**src/conv_front_cfg.svh**
```systemverilog
// Register map, field positions, reset values for the converter front-end control.
// Assumes inclusion by bare name; definitions only.
`ifndef CONV_FRONT_CFG_SVH
`define CONV_FRONT_CFG_SVH

// ****************************************
// Register offsets
// ****************************************
`define CHAN_SEL_ADDR       8'hBB
`define REF_CTRL_ADDR       8'hD1

// ****************************************
// Channel select field
// ****************************************
`define CHAN_CODE_MSB       5
`define CHAN_CODE_RESET     6'h3F
`define CHAN_LAST_PIN       6'h1F
`define CHAN_SMALL_LAST     6'h18
`define CHAN_RSVD_LAST      6'h2F
`define CHAN_TEMP           6'h30
`define CHAN_SUPPLY         6'h31

// ****************************************
// Reference control fields
// ****************************************
`define REF_LEVEL_BIT       4
`define REF_SOURCE_BIT      3
`define REF_TEMP_BIT        2
`define REF_BIAS_BIT        1
`define REF_BUF_BIT         0
`define REF_CTRL_RESET      5'h00

`endif

```
**src/conv_front_pkg.sv**
```systemverilog
// Types shared by the converter front-end control modules.
// Assumes nothing beyond a SystemVerilog compiler.
package conv_front_pkg;

	// Kind of source on the converter positive input
	typedef enum logic [4:0] {
		route_pin      = 5'b00001,
		route_temp     = 5'b00010,
		route_supply   = 5'b00100,
		route_ground   = 5'b01000,
		route_none     = 5'b10000
	} route_e;

	typedef logic [5:0] chan_code_t;

endpackage

```
**src/converter_input_mux.sv**
```systemverilog
// Decoder from the positive channel code to a source kind and a one-hot pin select.
// Assumes the code comes from a register; purely combinational.
`timescale 1ns/1ps
`default_nettype none

module converter_input_mux
	import conv_front_pkg::*;
#(
	parameter bit LARGE_PACKAGE = 1'b1
) (
	input  wire chan_code_t  positive_channel_code,
	output var  route_e      route_kind,
	output var  logic [31:0] pin_onehot
);
`include "conv_front_cfg.svh"

	// ****************************************
	// Source decode
	// ****************************************
	function automatic route_e decode_kind(input chan_code_t code);
		route_e k;
		k = route_ground;
		if (code <= `CHAN_LAST_PIN) begin
			// Upper port 3 pins exist only on larger packages
			if (!LARGE_PACKAGE && code > `CHAN_SMALL_LAST)
				k = route_none;
			else
				k = route_pin;
		end else if (code <= `CHAN_RSVD_LAST) begin
			k = route_none;
		end else if (code == `CHAN_TEMP) begin
			k = route_temp;
		end else if (code == `CHAN_SUPPLY) begin
			k = route_supply;
		end
		return k;
	endfunction

	// Kind and pin select
	always_comb begin
		route_kind = decode_kind(positive_channel_code);
		pin_onehot = 32'h0000_0000;
		if (route_kind == route_pin)
			pin_onehot[positive_channel_code[4:0]] = 1'b1;
	end

endmodule // converter_input_mux

`default_nettype wire

```
**src/adc_input_and_reference_select.sv**
```systemverilog
// Special function registers and control lines for the converter's input mux,
// reference select, temperature sensor, bias generator and reference buffer.
// Assumes a synchronous SFR bus; read data is returned the cycle after the read strobe.
//
// How it works
// - Channel select upper two bits read zero
// - Six-bit code picks port pins 0 to 31
// - Port 3 bits 1-7 only on large packages
// - Codes 32 to 47 reserved, nothing connected
// - 48 temp sensor, 49 supply, rest ground
// - Temp sensor powered only while enabled
// - Reference select: 0 pin, 1 supply
// - Bias on automatically or by manual bit
// - Bias request: converter, sensor, oscillator, manual
// - Reference buffer drives pin only when enabled
// - Level select picks low or high level
// - Reference control bits 4..0, reset zero
// - Level select 0 low, 1 high
`timescale 1ns/1ps
`default_nettype none

module adc_input_and_reference_select
	import conv_front_pkg::*;
#(
	parameter bit LARGE_PACKAGE = 1'b1
) (
	input  wire logic        ref_clk,
	input  wire logic        reset,
	input  wire logic [7:0]  sfr_addr,
	input  wire logic        sfr_wr_en,
	input  wire logic [7:0]  sfr_wdata,
	input  wire logic        sfr_rd_en,
	output var  logic [7:0]  sfr_rdata,
	input  wire logic        converter_enable,
	input  wire logic        oscillator_enable,
	output var  logic [31:0] pin_route,
	output var  logic        temp_route,
	output var  logic        supply_route,
	output var  logic        ground_route,
	output var  logic        reserved_route,
	output var  logic        temp_sensor_power,
	output var  logic        reference_from_supply,
	output var  logic        bias_generator_on,
	output var  logic        reference_buffer_drive,
	output var  logic        reference_level_high
);
`include "conv_front_cfg.svh"

	// ****************************************
	// Register state
	// ****************************************
	chan_code_t  converter_positive_input_select_reg, chan_next;
	logic [4:0]  reference_control_reg, ref_next;
	logic [7:0]  rdata_reg, rdata_next;
	route_e      route_kind;
	logic [31:0] pin_onehot;

	// Register writes and read mux
	always_comb begin
		chan_next  = converter_positive_input_select_reg;
		ref_next   = reference_control_reg;
		rdata_next = rdata_reg;
		if (sfr_wr_en && sfr_addr == `CHAN_SEL_ADDR)
			chan_next = sfr_wdata[`CHAN_CODE_MSB:0];
		if (sfr_wr_en && sfr_addr == `REF_CTRL_ADDR)
			ref_next = sfr_wdata[4:0];
		if (sfr_rd_en) begin
			unique case (sfr_addr)
				`CHAN_SEL_ADDR: rdata_next = {2'b00, converter_positive_input_select_reg};
				`REF_CTRL_ADDR: rdata_next = {3'b000, reference_control_reg};
				default:        rdata_next = 8'h00;
			endcase
		end
	end

	always_ff @(posedge ref_clk or posedge reset) begin
		if (reset) begin
			converter_positive_input_select_reg <= `CHAN_CODE_RESET;
			reference_control_reg               <= `REF_CTRL_RESET;
			rdata_reg                           <= 8'h00;
		end else begin
			converter_positive_input_select_reg <= chan_next;
			reference_control_reg               <= ref_next;
			rdata_reg                           <= rdata_next;
		end
	end

	assign sfr_rdata = rdata_reg;

	// ****************************************
	// Channel decode
	// ****************************************
	converter_input_mux #(
		.LARGE_PACKAGE (LARGE_PACKAGE)
	) i_converter_input_mux (
		.positive_channel_code (converter_positive_input_select_reg),
		.route_kind            (route_kind),
		.pin_onehot            (pin_onehot)
	);

	// ****************************************
	// Analog control lines
	// ****************************************
	logic [31:0] pin_next;
	logic [3:0]  kind_next;
	logic [4:0]  ctl_next;
	logic [3:0]  kind_reg;
	logic [4:0]  ctl_reg;
	logic [31:0] pin_reg;

	// Next values of routed source and analog enables
	always_comb begin
		pin_next  = pin_onehot;
		kind_next = {route_kind == route_none, route_kind == route_ground,
			route_kind == route_supply, route_kind == route_temp};
		ctl_next[0] = reference_control_reg[`REF_TEMP_BIT];
		ctl_next[1] = reference_control_reg[`REF_SOURCE_BIT];
		ctl_next[2] = reference_control_reg[`REF_BIAS_BIT] | converter_enable
			| reference_control_reg[`REF_TEMP_BIT] | oscillator_enable;
		ctl_next[3] = reference_control_reg[`REF_BUF_BIT];
		ctl_next[4] = reference_control_reg[`REF_LEVEL_BIT];
	end

	always_ff @(posedge ref_clk or posedge reset) begin
		if (reset) begin
			pin_reg  <= 32'h0000_0000;
			kind_reg <= 4'h0;
			ctl_reg  <= 5'h00;
		end else begin
			pin_reg  <= pin_next;
			kind_reg <= kind_next;
			ctl_reg  <= ctl_next;
		end
	end

	assign pin_route              = pin_reg;
	assign temp_route             = kind_reg[0];
	assign supply_route           = kind_reg[1];
	assign ground_route           = kind_reg[2];
	assign reserved_route         = kind_reg[3];
	assign temp_sensor_power      = ctl_reg[0];
	assign reference_from_supply  = ctl_reg[1];
	assign bias_generator_on      = ctl_reg[2];
	assign reference_buffer_drive = ctl_reg[3];
	assign reference_level_high   = ctl_reg[4];

	// ****************************************
	// Checks
	// ****************************************
	property p_chan_read_upper_zero;
		@(posedge ref_clk) disable iff (reset)
		(sfr_rd_en && sfr_addr == `CHAN_SEL_ADDR) |=>
			(sfr_rdata == {2'h0, $past(converter_positive_input_select_reg)});
	endproperty
	a_chan_read_upper_zero: assert property (p_chan_read_upper_zero)
		else $error("channel select upper bits not zero");

	property p_pin_route;
		@(posedge ref_clk) disable iff (reset)
		(converter_positive_input_select_reg < 6'h19) |=>
			(pin_route == (32'h1 << $past(converter_positive_input_select_reg[4:0])));
	endproperty
	a_pin_route: assert property (p_pin_route)
		else $error("pin route does not follow channel code");

	property p_small_pkg;
		@(posedge ref_clk) disable iff (reset)
		(!LARGE_PACKAGE && converter_positive_input_select_reg inside {[6'h19:6'h1F]})
			|=> (pin_route == 32'h0 && reserved_route);
	endproperty
	a_small_pkg: assert property (p_small_pkg)
		else $error("missing pin routed on small package");

	property p_reserved;
		@(posedge ref_clk) disable iff (reset)
		(converter_positive_input_select_reg inside {[6'h20:6'h2F]}) |=>
			(reserved_route && !temp_route && !supply_route && !ground_route && pin_route == 32'h0);
	endproperty
	a_reserved: assert property (p_reserved)
		else $error("reserved code connected a source");

	property p_special;
		@(posedge ref_clk) disable iff (reset)
		// Outputs are cleared during reset, so start only from a sampled run cycle
		!reset |=> (temp_route == ($past(converter_positive_input_select_reg) == 6'h30))
			&& (supply_route == ($past(converter_positive_input_select_reg) == 6'h31))
			&& (ground_route == ($past(converter_positive_input_select_reg) >= 6'h32));
	endproperty
	a_special: assert property (p_special)
		else $error("special source decode wrong");

	property p_reset_ground;
		@(posedge ref_clk) $fell(reset) |-> (converter_positive_input_select_reg == 6'h3F) ##1 ground_route;
	endproperty
	a_reset_ground: assert property (p_reset_ground)
		else $error("ground not selected after reset");

	property p_bias;
		@(posedge ref_clk) disable iff (reset)
		(converter_enable || oscillator_enable || reference_control_reg[1] || reference_control_reg[2])
			|=> bias_generator_on;
	endproperty
	a_bias: assert property (p_bias)
		else $error("bias generator not requested");

	property p_no_bias;
		@(posedge ref_clk) disable iff (reset)
		!(converter_enable || oscillator_enable || reference_control_reg[1] || reference_control_reg[2])
			|=> !bias_generator_on;
	endproperty
	a_no_bias: assert property (p_no_bias)
		else $error("bias generator on without request");

	property p_ref_write;
		@(posedge ref_clk) disable iff (reset)
		(sfr_wr_en && sfr_addr == `REF_CTRL_ADDR) |=> ##1
			(temp_sensor_power == $past(sfr_wdata[2], 2)) && (reference_from_supply == $past(sfr_wdata[3], 2))
			&& (reference_buffer_drive == $past(sfr_wdata[0], 2))
			&& (reference_level_high == $past(sfr_wdata[4], 2));
	endproperty
	a_ref_write: assert property (p_ref_write)
		else $error("reference control outputs do not follow write");

endmodule // adc_input_and_reference_select

`default_nettype wire

```
**config.mk**
```make
export PLATFORM = sky130hd
export DESIGN_NAME = adc_input_and_reference_select
export DESIGN_NICKNAME = d
export VERILOG_FILES = /design/src/conv_front_pkg.sv /design/src/converter_input_mux.sv /design/src/adc_input_and_reference_select.sv
export VERILOG_INCLUDE_DIRS = /design/src
export SDC_FILE = /design/constraint.sdc
export NUM_CORES = 1
export LEC_CHECK = 0
export BUFFER_PORTS_ARGS = -buffer_cell sky130_fd_sc_hd__buf_2
export CORE_AREA = 3 3 70 72
export DETAILED_ROUTE_END_ITERATION = 6
export DIE_AREA = 0 0 73 75
export PLACE_DENSITY = 0.78
export REMOVE_ABC_BUFFERS = 1
export SETUP_SLACK_MARGIN = 0.15
export SYNTH_ARGS = -nofsm -noshare
export SYNTH_HDL_FRONTEND = slang
export SYNTH_SLANG_ARGS = --single-unit
```
**constraint.sdc**
```tcl
create_clock -name ref_clk -period 2 [get_ports ref_clk]
set_input_delay 0.2 -clock ref_clk [delete_from_list [all_inputs] [get_ports ref_clk]]
set_output_delay 0.2 -clock ref_clk [all_outputs]
set_load 0.01 [all_outputs]
```
-- Word level (Yosys, flattened, before mapping)
Index checks and enable logic that the tools add are counted.
- logic and storage cells: 33
- bits in registers: 60
- bits of input ports: 22
- output and inout bits: 49
- $lt $le $gt $ge: 4
- bitwise gates (word level): 3
- reduce and logical (&&, ||, !) cells: 3
- multiplexer cells: 8
- eq/ne operators: 9
- operators with widths (kind ; count):
    $mux 32 ; 1
    $eq 8x8->1 const B ; 2
    $mux 5 ; 3
    $eq 6x6->1 const B ; 2
    $pmux 6 s2 ; 1
    $le 6x5->1 const B ; 1
    $le 6x6->1 const B ; 1
    $lt 5x6->1 const B ; 1
    $demux 1 s5 ; 1
    $eq 5x1->1 const B ; 1
    $eq 5x2->1 const B ; 1
    $eq 5x3->1 const B ; 1
    $eq 5x4->1 const B ; 1
    $eq 5x5->1 const B ; 1
    $ge 5x1->1 const B ; 1
    $mux 4 ; 1
    $logic_and 1x1->1 ; 3
    $or 1x1->1 ; 3
    $mux 1 ; 1

-- Depth between registers and ports, before layout
- depth after elaboration: 7
- mapped depth: 4
- depth with buffers taken out: 3

-- Hierarchy
Synthesis repeated with hierarchy kept, for this count alone.
- cells, all modules: 162
- area total of the unflattened synthesis: 2145.8 um^2
- modules (own cells, without submodules) (module ; instances ; sequential area each (um^2) ; area an instance (um^2) ; cells an instance):
    adc_input_and_reference_select ; 1 ; 1458.9 ; 1838.0 ; 107
    converter_input_mux ; 1 ; 0.0 ; 307.8 ; 55

-- Least setup slack after synthesis
No wires, ideal clock.
- kind: register to register
- from: reg converter_positive_input_select_reg[1]
- to: reg pin_reg[26], in the netlist pin_route[26]
- clock period less this slack: 1.294 ns
- setup time: 0.073 ns
- buffers on the path: 1
- slack: 0.706 ns
- arrival: 1.221 ns
- cell stages (with the launch flop): 4
- data required time: 1.927 ns
- cell sequence: dfstp_2 or3b_2 buf_2 nor2_1
- word-level cells in the longest chain between the ends: 7
- elaborated cells between the ends (all ways): 15
- classes of those cells: 4 x order compare; 3 x eq/ne; 7 x mux; 1 x reduce/logical
- ends and longest elaborated chain (element ; RTL line ; text):
    start: declaration ; adc_input_and_reference_select.sv:52 ; chan_code_t converter_positive_input_select_reg, chan_next;
    start signal: assignment ; adc_input_and_reference_select.sv:78 ; converter_positive_input_select_reg <= `CHAN_CODE_RESET;
    start signal: assignment ; adc_input_and_reference_select.sv:82 ; converter_positive_input_select_reg <= chan_next;
    branches (longest 6 deep; another with $le 6x6->1) ; -- ;
    $mux 32 (*) ; converter_input_mux.sv:43 ; if (route_kind == route_pin)
    named net i_converter_input_mux.pin_onehot[26] ; converter_input_mux.sv:13 ; output var logic [31:0] pin_onehot
    end signal: assignment ; adc_input_and_reference_select.sv:130 ; pin_reg <= pin_next;
    end: declaration ; adc_input_and_reference_select.sv:109 ; logic [31:0] pin_reg;
Mark *: on every way through the listed nets, which the timed path passes.
A chain may end at the register's enable or synchronous reset.

-- Final worst setup path
- from: reg converter_positive_input_select_reg[1]
- to: reg pin_reg[14], in the netlist pin_route[14]
The elaborated chain is that of the path after synthesis.

==> results.cfg <==
[final_layout]
regArea_mm2 = 0.00146
area_growth_syn_to_layout_pct = 28.5
nNetsFinal = 250
antenna_cells = 0
mostFrequentLayoutCell = buf_2
largest_reg_flops = 32
multi_input_area_um2 = 546
mostFrequentLayoutCells = 66 x buf_2, 52 x dfrtp_1, 35 x nor2_1
layout-drive-gt1-share_pct = 45.7
fill_cells = 363

[route]
post-route-drc-count = 0
ant_nets = 0
drt_first_pass_iters = 4
routed_wl_um = 4060
drt-vias-per-instance = 4.95
drtIter0Drc = 87
vias = 1406
wl_per_cell_um = 14.3

[global_route]
antenna_found_initial = 0
grt_use_total_pct = 16.8
overflow = 0
grt_max_degree = 33
grt_pass1_vias = 1382
grt_pass1_wl_um = 6780

[sta]
finClkSkew_ns = 0.00428
rsz0062_at_grt = false
final-hold-violation-count = 0
max_freq_mhz = 719
max-slew-margin-rel_pct = 62.2
tightest_slew_ns = 0.566
fin_crit_sh_pct = 69.5
setup_viol = 0
final_max_slew_viol_count = 0
tns_ns = 0
setup_slack_ns = 0.610
fin_crit_ns = 1.39

[worst_setup_path]
r2r_slack_ns = 0.61
cpMaxStageDelayCell = dfstp_2
cp.required_ns = 2.25
worstRegToRegCells = 2
crit_family = simple AND/OR/NAND/NOR gates
worstPathMaxFanout = 8
end_kind = register
criticalPathCategory = register to register
slowest_delay_ns = 0.59
critPathArrivalTime_ns = 1.64
regToRegStartpoint = converter_positive_input_select_reg[1]
cp_cell_sequence = or3b_2 > nor2_1
r2r-end = pin_route[14]
timing.critical_path.buf_inv = 0
critPathLaunchType = register

[logic_synthesis]
synth-seq-cells = 58
yosysTopAreaCellShare_pct = 62.8
postSynthCellCount = 157
yosysTopAreaCell = dfrtp_1
synthTopCellsByArea = dfrtp_1 63%, dfstp_2 7.6%, nor2_1 6.3%
avgSynthCellArea_um2 = 13.2
synth_compound_area_share_pct = 3.63
synth_area_mm2 = 0.00207
yosysSeqAreaShare_pct = 70.5
synthSimpleGateAreaFrac_pct = 16.4
synth.distinct_cells = 25
synth_xor_xnor_area_share_pct = 0
synth_adder_area_share_pct = 0
synth_top_family_by_area = simple AND/OR/NAND/NOR gates
synth_warnings = 0
synthMuxAreaShare_pct = 5.98

[min_path]
min_to = ctl_reg[2]
hold_start = oscillator_enable
hold_class = input pin to register
min_path_cells = 2

[place]
io_buffers = 66
pre_cts_ws_ns = 0.602
gp_congestion = 0.761
dp_hpwl_um = 2850

[pwr]
combPwrFrac_pct = 5.4
pwr-share-seq_pct = 50.3
power.share.switching_pct = 21.1
p_sw_uw = 517
p_leak_uw = 0.00141
ir_drop_uv = 517
p_int_uw = 1930
clockPowerShare_pct = 44.3
p_per_area_mw_per_mm2 = 919

[cts]
cts_buffers = 9
cts.clk_slew.worst_paths_ns = 0.06
clock_sinks = 58
worstSkewPairLatency_ns = 0.33
cts_setup_buffers = 0
clockRootBuffer = clkbuf_8
cts_buffer_depth = 2
cts_tree = done
htree_levels = 3

[status]
status = completed

[floorplan]
die_w_um = 73
core_area_mm2 = 0.00435
ios = 71
initial_core_util_pct = 47.6
fp.dieH_um = 75
fp.dieArea_mm2 = 0.00548
rows = 24

[flow_run]
maxCapViolCount = 0
-- worst register-to-register path, cell delays in order, from the launching register on --
cell	delay, ns
dfstp_2	0.59
or3b_2	0.58
nor2_1	0.15
-- power by group through the flow --
| stage | sequential [µW] | combinational [µW] | clock (µW) |
|---|---|---|---|
| final | 1230 | 133 | 1080 |
| after global routing | 1230 | 150 | 1160 |
| after CTS | 1230 | 137 | 1110 |
| after detailed placement | 1250 | 136 | 0 |
| after global placement | 1250 | 131 | 0 |
| after floorplan | 1250 | 64.1 | 0 |
-- how the worst max path moves through the flow --
stage,depth (start not counted),start,slack (ns),end
2_1_floorplan,1,reset,0.38,ctl_reg[0]
3_3_place_gp,4,sfr_addr[1],0.58,reference_control_reg[3]
3_5_place_dp,4,sfr_addr[1],0.60,reference_control_reg[2]
4_1_cts,2,converter_positive_input_select_reg[1],0.60,pin_route[14]
5_1_grt,2,converter_positive_input_select_reg[1],0.54,pin_route[14]
6_report,2,converter_positive_input_select_reg[1],0.61,pin_route[14]
-- layout make-up --
cell class | instances | area share (%)
Sequential cell | 58 | 54.8
Clock inverter | 2 | 1.32
Clock buffer | 13 | 6.35
Tap cell | 52 | 2.45
Inverter | 7 | 0.988
Multi-Input combinational cell | 84 | 20.5
Timing Repair Buffer | 68 | 13.5
-- Yosys cell counts --
| cell | number |
|---|---|
| nor4b_4 | 1 |
| nand3_1 | 1 |
| inv_1 | 7 |
| and4b_2 | 1 |
| buf_2 | 2 |
| nand2_1 | 5 |
| nor2b_1 | 1 |
| nor3b_1 | 1 |
| nor3_1 | 1 |
| nand3_4 | 2 |
| o22ai_1 | 6 |
| or4_1 | 1 |
| conb_1 | 1 |
| dfrtp_1 | 52 |
| nor2_1 | 35 |
| a22oi_1 | 5 |
| and4b_1 | 1 |
| dfstp_2 | 6 |
| or3b_2 | 3 |
| buf_4 | 2 |
| clkbuf_1 | 5 |
| or3_1 | 2 |
| and4_1 | 1 |
| nand3b_1 | 4 |
| mux2_2 | 11 |
-- repair_timing --
action,4_1_cts,5_1_grt
endpoints found under the hold margin,20,0
endpoints found under the setup margin,0,0
hold buffers,1,0
resized for setup,0,0
-- through the flow --
stage	std cells	power (µW)	cell area [µm²]	utilization, %	hold WS (ns)
2_1_floorplan	149	1310	2030	-	0.299
4_1_cts	284	2480	2660	61.1	0.0482
3_5_place_dp	268	1390	2450	56.2	0.292
6_report	284	2440	2660	61.1	0.0643
5_1_grt	284	2540	2660	61.1	0.0528
3_3_place_gp	268	1380	2450	56.2	0.285
-- kinds of logic after synthesis --
kind of cell	after synthesis
other	1
AOI/OAI and AO/OA	11
muxes	11
and+or+nand+nor	60
buffers and inverters	16
DFF	58
-- per-layer routing --
metal / up-vias / share of wire, % / global-route usage, %
met4: 0 / 1.3 / 5.53
met5: - / 0 / 0
met3: 9 / 10 / 7.88
met2: 78 / 45 / 24.9
li1: 662 / - / -
met1: 657 / 44 / 21.9
Note: power is estimated with default switching activity, not from simulation.
